### config.mk
export PLATFORM = sky130hd
export DESIGN_NAME = sac_device_flat
export DESIGN_NICKNAME = d
export VERILOG_FILES = /design/src/shared/sac_pkg.sv /design/src/shared/sac_link_if.sv /design/src/rtl/sac_device.sv /design/src/flat_wrapper.sv
export SDC_FILE = /design/constraint.sdc
export NUM_CORES = 1
export LEC_CHECK = 0
export ABC_AREA = 1
export BUFFER_PORTS_ARGS = -buffer_cell sky130_fd_sc_hd__buf_2
export CORE_ASPECT_RATIO = 1.2
export CORE_MARGIN = 10
export CORE_UTILIZATION = 50
export DETAILED_ROUTE_END_ITERATION = 16
export HOLD_SLACK_MARGIN = 0.1
export PLACE_DENSITY = 0.69
export SLEW_MARGIN = 15
export SYNTH_ARGS = -nofsm -noshare
export SYNTH_HDL_FRONTEND = slang
export SYNTH_SLANG_ARGS = --single-unit
### constraint.sdc
create_clock -name core_clk -period 2.8 [get_ports core_clk]
set_clock_uncertainty 0.2 [all_clocks]
set_input_delay 0.42 -clock core_clk [delete_from_list [all_inputs] [get_ports core_clk]]
set_output_delay 0.42 -clock core_clk [all_outputs]
set_load 0.05 [all_outputs]
### src/shared/sac_pkg.sv
// sar converter control: shared constants and types
// assumes both ends compile against this package
package sac_pkg;
    localparam int RES_BITS = 14;
    localparam int CLK_PERIOD_NS = 50;
    localparam int CAL_DELAY_US = 40000;
    localparam int CAL_DELAY_CYC = (CAL_DELAY_US * 1000) / CLK_PERIOD_NS;
    localparam int CONV_TIME_NS = 700;
    localparam int CONV_CYC = (CONV_TIME_NS + CLK_PERIOD_NS - 1) / CLK_PERIOD_NS;
    localparam int CAL_RUN_CYC = 64;
    localparam int ACC_MAX = 1024;
    localparam int ACC_W = RES_BITS + 10;
    localparam int SCLK_DIV = 4;
    localparam logic [7:0] CMD_RECAL = 8'ha5;
    localparam logic [7:0] CMD_NONE = 8'h00;
    typedef enum logic [2:0] {
        SAC_PWRUP = 3'h0,
        SAC_CAL = 3'h1,
        SAC_STBY = 3'h2,
        SAC_CONV = 3'h3,
        SAC_DONE = 3'h4
    } sac_state_e;
endpackage

### src/shared/sac_link_if.sv
// sar converter control: link between host and device
// assumes the bench joins the two modports
`timescale 1ns/10ps
interface sac_link_if;
    logic conversionStartStrobe;
    logic serialClk;
    logic serialResultOut;
    logic serialCmdIn;
    logic busyOut;
    modport device (
        input conversionStartStrobe,
        input serialClk,
        input serialCmdIn,
        output serialResultOut,
        output busyOut
    );
    modport host (
        output conversionStartStrobe,
        output serialClk,
        output serialCmdIn,
        input serialResultOut,
        input busyOut
    );
endinterface

### src/rtl/sac_device.sv
// sar converter control: device end
// assumes the link pins are asynchronous to core_clk
`timescale 1ns/10ps
module sac_device import sac_pkg::*; #(
    parameter int RES = RES_BITS,
    parameter int CAL_DELAY = CAL_DELAY_CYC,
    parameter int ACC_LEN = ACC_MAX
) (
    // clock and reset
    input wire logic core_clk,
    input wire logic reset_n,
    // link
    sac_link_if.device link,
    // user side
    input wire logic [RES-1:0] analogSample,
    output logic [RES-1:0] lastResult,
    output logic [ACC_W-1:0] accumSum,
    output logic accumValid,
    output logic calibrating
);
    // ****************
    // pin synchronisers
    // ****************
    logic [1:0] cnvSync_reg, sclkSync_reg, cmdSync_reg;
    logic cnvPrev_reg, sclkPrev_reg;
    always_ff @(posedge core_clk) begin
        if (!reset_n) begin
            cnvSync_reg <= 2'h0;
            sclkSync_reg <= 2'h0;
            cmdSync_reg <= 2'h0;
            cnvPrev_reg <= 1'b0;
            sclkPrev_reg <= 1'b0;
        end else begin
            cnvSync_reg <= {cnvSync_reg[0], link.conversionStartStrobe};
            sclkSync_reg <= {sclkSync_reg[0], link.serialClk};
            cmdSync_reg <= {cmdSync_reg[0], link.serialCmdIn};
            cnvPrev_reg <= cnvSync_reg[1];
            sclkPrev_reg <= sclkSync_reg[1];
        end
    end
    wire cnvRise = cnvSync_reg[1] & ~cnvPrev_reg;
    wire cnvLow = ~cnvSync_reg[1];
    wire sclkRise = sclkSync_reg[1] & ~sclkPrev_reg;
    wire sclkFall = ~sclkSync_reg[1] & sclkPrev_reg;

    // ****************
    // control state
    // ****************
    sac_state_e state_reg, state_next;
    logic [31:0] cnt_reg, cnt_next;
    logic [RES-1:0] shift_reg;
    logic [7:0] cmd_reg;
    logic recalReq_reg;
    logic [10:0] accCnt_reg;
    logic [ACC_W-1:0] accAcc_reg;
    wire calDelayDone = (cnt_reg >= 32'(CAL_DELAY - 1));
    wire calRunDone = (cnt_reg >= 32'(CAL_RUN_CYC - 1));
    wire convDone = (cnt_reg >= 32'(CONV_CYC - 1));
    wire inStandby = (state_reg == SAC_STBY);
    wire [7:0] cmdShifted = {cmd_reg[6:0], cmdSync_reg[1]};
    wire recalHit = inStandby & sclkRise & (cmdShifted == CMD_RECAL);

    always_comb begin
        state_next = state_reg;
        cnt_next = cnt_reg + 32'h1;
        case (state_reg)
            SAC_PWRUP: if (calDelayDone) begin
                state_next = SAC_CAL;
                cnt_next = 32'h0;
            end
            SAC_CAL: if (calRunDone) begin
                state_next = SAC_STBY;
                cnt_next = 32'h0;
            end
            SAC_STBY: begin
                cnt_next = 32'h0;
                if (cnvRise) begin
                    state_next = SAC_CONV;
                end else if (recalReq_reg) begin
                    state_next = SAC_CAL;
                end
            end
            SAC_CONV: if (convDone) begin
                state_next = SAC_DONE;
                cnt_next = 32'h0;
            end
            SAC_DONE: begin
                cnt_next = 32'h0;
                if (cnvLow) begin
                    state_next = SAC_STBY;
                end
            end
            default: begin
                state_next = SAC_PWRUP;
                cnt_next = 32'h0;
            end
        endcase
    end

    always_ff @(posedge core_clk) begin
        if (!reset_n) begin
            state_reg <= SAC_PWRUP;
            cnt_reg <= 32'h0;
        end else begin
            state_reg <= state_next;
            cnt_reg <= cnt_next;
        end
    end

    // ****************
    // result, readout and command
    // ****************
    // sample captured at conversion end, so readout carries no latency
    wire captureNow = (state_reg == SAC_CONV) & convDone;
    always_ff @(posedge core_clk) begin
        if (!reset_n) begin
            lastResult <= '0;
            shift_reg <= '0;
            cmd_reg <= CMD_NONE;
            recalReq_reg <= 1'b0;
        end else begin
            if (captureNow) begin
                lastResult <= analogSample;
                shift_reg <= analogSample;
            end else if (inStandby & sclkFall) begin
                shift_reg <= {shift_reg[RES-2:0], 1'b0};
            end
            if (inStandby & sclkRise) begin
                cmd_reg <= recalHit ? CMD_NONE : cmdShifted;
            end
            // set wins over clear
            if (recalHit) begin
                recalReq_reg <= 1'b1;
            end else if (state_reg == SAC_CAL) begin
                recalReq_reg <= 1'b0;
            end
        end
    end
    // msb first; data only driven out of the shift register
    assign link.serialResultOut = shift_reg[RES-1];
    assign link.busyOut = (state_reg == SAC_CONV);
    assign calibrating = (state_reg == SAC_CAL) | (state_reg == SAC_PWRUP);

    // ****************
    // accumulator
    // ****************
    always_ff @(posedge core_clk) begin
        if (!reset_n) begin
            accCnt_reg <= 11'h0;
            accAcc_reg <= '0;
            accumSum <= '0;
            accumValid <= 1'b0;
        end else begin
            accumValid <= 1'b0;
            if (captureNow) begin
                if (accCnt_reg == 11'(ACC_LEN - 1)) begin
                    accumSum <= accAcc_reg + ACC_W'(analogSample);
                    accumValid <= 1'b1;
                    accAcc_reg <= '0;
                    accCnt_reg <= 11'h0;
                end else begin
                    accAcc_reg <= accAcc_reg + ACC_W'(analogSample);
                    accCnt_reg <= accCnt_reg + 11'h1;
                end
            end
        end
    end
endmodule // sac_device

### src/flat_wrapper.sv
// flat-port wrapper written by rule: the top's interface ports become plain ports
module sac_device_flat import sac_pkg::*;
#(
    parameter int RES = RES_BITS,
    parameter int CAL_DELAY = CAL_DELAY_CYC,
    parameter int ACC_LEN = ACC_MAX
)
  (core_clk, reset_n, analogSample, lastResult, accumSum, accumValid, calibrating, link_conversionStartStrobe, link_serialClk, link_serialCmdIn, link_serialResultOut, link_busyOut);
  sac_link_if link_i ();
  input wire logic core_clk;
  input wire logic reset_n;
  input wire logic [RES-1:0] analogSample;
  output logic [RES-1:0] lastResult;
  output logic [ACC_W-1:0] accumSum;
  output logic accumValid;
  output logic calibrating;
  input wire logic [$bits(link_i.conversionStartStrobe)-1:0] link_conversionStartStrobe;
  input wire logic [$bits(link_i.serialClk)-1:0] link_serialClk;
  input wire logic [$bits(link_i.serialCmdIn)-1:0] link_serialCmdIn;
  output wire logic [$bits(link_i.serialResultOut)-1:0] link_serialResultOut;
  output wire logic [$bits(link_i.busyOut)-1:0] link_busyOut;
  assign link_i.conversionStartStrobe = link_conversionStartStrobe;
  assign link_i.serialClk = link_serialClk;
  assign link_i.serialCmdIn = link_serialCmdIn;
  assign link_serialResultOut = link_i.serialResultOut;
  assign link_busyOut = link_i.busyOut;
  sac_device #(.RES(RES), .CAL_DELAY(CAL_DELAY), .ACC_LEN(ACC_LEN)) u_core (.core_clk(core_clk), .reset_n(reset_n), .link(link_i), .analogSample(analogSample), .lastResult(lastResult), .accumSum(accumSum), .accumValid(accumValid), .calibrating(calibrating));
endmodule
==> impl_results.md <==
- Compound-Gate Fraction of Synth Area: 0.114
- Tcrit/Tclk final: 0.908
- Row Count: 46
- Most frequent cells in the layout: 276 x nand2_1, 139 x dfxtp_1, 102 x inv_1
- DRT Wirelength: approximately 15000 microns
- Power Total: about 4.8 mW
- TritonCTS Buffers: 17
- Power Dens Cells: a little over 600 mW/mm^2
- Post-synth top area share: 0.417
- RSZ-0062 raised after global routing: no
- Drt wl/cell: between 10 and 15 microns
- Hold-fix buffers, CTS: 6
- Gate power share: 0.111
- Register bit total from synthesis: ~140
- Post-Syn Area per Cell: 7.04 sq um
- Ant diodes: 0
- R2r setup slk: between 400 and 500 ps
- Switching power: 1.24 mW
- Final Hold Violating Endpoints: 0
- DRC: 0
- Largest area contributor in the netlist: dfxtp_1
- Largest net degree at the start of global routing: approximately 40
- # setup viols final: 0
- Lkg Pwr: ~3.4 nW
- Cell Int Power: about 3.6 mW
- Worst EP arrival: between 2000 and 3000 ps
- Max clock buf depth: 2
- Register area share after synthesis: 0.417
- Top area cells in the synthesized netlist: dfxtp_1 42%, nand2_1 16%, a21oi_1 6.8%
- DRT antenna net count: 0
- Worst setup path class: in -> reg
- Startpoint type of the worst setup path: primary input
- Vias: approximately 6000
- Worst-Margin Slew: 514 ps
- IO buf count: 60
- Worst EP required: around 3000 ps
- GRT Residual Overflow: 0
- YS warnings: 0
- Synth Area in Simple Gates: 0.311
- Slew headroom: 0.657
- Sw frac: 0.256
- Place WS: roughly 370 ps
- Worst-Skew Late Latency: 430 ps
- Dpl hpwl: around 11000 microns
- Netlist cell types: between 40 and 50
- Total clock sinks: 139
- Main combinational cell family by area after synthesis: simple AND/OR/NAND/NOR gates
- Layout Area Growth over Synthesis: 16.4%
- CP max FO: 3
- Post-synthesis mux area share: 0
- Core Box Area: ~0.013 sq mm
- Initial core utilization: 0.507
- Die area: ~0.018 sq mm
- Nets: 1062
- Clock-pin transition on the worst setup and hold timing paths: approximately 50 ps
- Post_cts resized: 0
- Drt first pass iters: 7
- Max Fclk: slightly below 400 MHz
- # Max-Cap Violations: 0
- Die width: 125 microns
- Post-Synthesis Cell Area: 0.00668 sq mm
- Post-Place Cells: around 1200
- Reg power frac: 0.433
- Iter 0 DRT Violations: ~400
- Status: finished clean
- First-pass GRT wire length: 26400 microns
- Vias in the first global route: roughly 5700
- Root Buffer: clkbuf_16
- Share of layout cells above drive strength 1: 0.119
- Max reg flops: 32
- Initial antenna violation count: 0
- Hold Crit Class: in -> reg
- Filler Cell Count: between 1000 and 1500
- Fin crit period: about 2500 ps
- Clock power frac: 0.456
- IO Pins: between 60 and 70
- Die height: ~150 microns
- Setup bufs post-CTS: 0
- Hold WS: approximately 120 ps
- Slew Viols, Final: 0
- Final setup margin: around 260 ps
- H-tree depth: 4
- Register area: approximately 0.0028 sq mm
- Via density: approximately 5.0
- Most common cell after layout, fill and taps aside: nand2_1
- Setup_tns: 0 ps
- Post-Synth XOR/XNOR Area: 0.0328
- CTS tree: done
- Post-synthesis adder-cell area fraction: 0.0367
- Final RePlAce weighted congestion: between 0.8 and 0.9
- Critical path capture point type: flip-flop
- Final Non-Filler Cells: roughly 1200
- Area of the multi-input gates: approximately 0.0033 sq mm
- VDD IR-drop max: between 0.3 and 0.4 mV
- Global-route usage over all layers: 0.170
- Post-Syn Instances: between 900 and 1000
final timing paths:
| check | start | endpoint | depth (start not counted) |
|---|---|---|---|
| min reg2reg | u_core.cmdSync_reg[0] | u_core.cmdSync_reg[1] | 2 |
| min | analogSample[3] | u_core.lastResult[3] | 3 |
| max | analogSample[0] | u_core.accumSum[20] | 13 |
| max reg2reg | u_core.cnt_reg[0] | u_core.accCnt_reg[4] | 13 |
kinds of logic after synthesis:
kind of cell / Yosys count
AND/OR/NAND/NOR: 484
AO/OA/AOI/OAI: 144
flip-flops: 139
buffers and inverters: 137
XOR/XNOR: 25
adder cells (fa/ha/maj): 19
other: 1
Yosys cell counts, drive strengths merged:
cell,number
ha,18
conb,1
or2,2
a211oi,5
clkinv,1
dfxtp,139
o21ai,37
nand4,13
nor3,22
inv,107
a21o,1
nand2,280
xnor2,5
o211a,2
buf,17
o22ai,1
a21oi,93
nand3b,2
nor3b,1
nor4,7
and2,3
a31oi,3
a22oi,2
xor2,20
fa,1
clkbuf,12
nand3,53
nor2,101
metal layers:
metal,part of all wire,vias to the layer above,global-route usage
met4,0.017,0,0.0704
met5,0,-,0
met3,0.046,24,0.0449
met2,0.48,115,0.284
met1,0.46,2709,0.202
li1,-,3178,-
critical path, stage by stage:
cell and delay (ps):
dlygate4sd3_1 540, buf_2 130, ha_1 230, fa_1 410
nand3_1 90, nand2_1 110, nand2_1 100, nand2_1 80
nand3_1 140, nand2_1 110, nand3_1 120, nand3_1 80
a21oi_1 120
power by group through the flow:
| stage | clock, mW | sequential [mW] | combinational [mW] |
|---|---|---|---|
| floorplan | 0 | 2.17 | 0.363 |
| global placement | 0 | 2.14 | 0.526 |
| detailed placement | 0 | 2.14 | 0.527 |
| CTS | 2.24 | 2.10 | 0.537 |
| global route | 2.33 | 2.10 | 0.604 |
| finish | 2.21 | 2.10 | 0.535 |
stage by stage:
stage	utilization	instance area, sq um
after detailed placement	0.540	7120
after floorplan	-	6720
after CTS	0.590	7770
final	0.590	7770
after global routing	0.590	7770
after global placement	0.540	7120
final cells by class:
type / count / area share
inverters: 108 / 0.0525
clock inverters: 5 / 0.00709
well taps: 168 / 0.0271
clock buffers: 27 / 0.0686
flip-flops and latches: 139 / 0.358
multi-input cells: 684 / 0.431
repair buffers: 74 / 0.0557
Note: power is estimated with default switching activity, not from simulation.
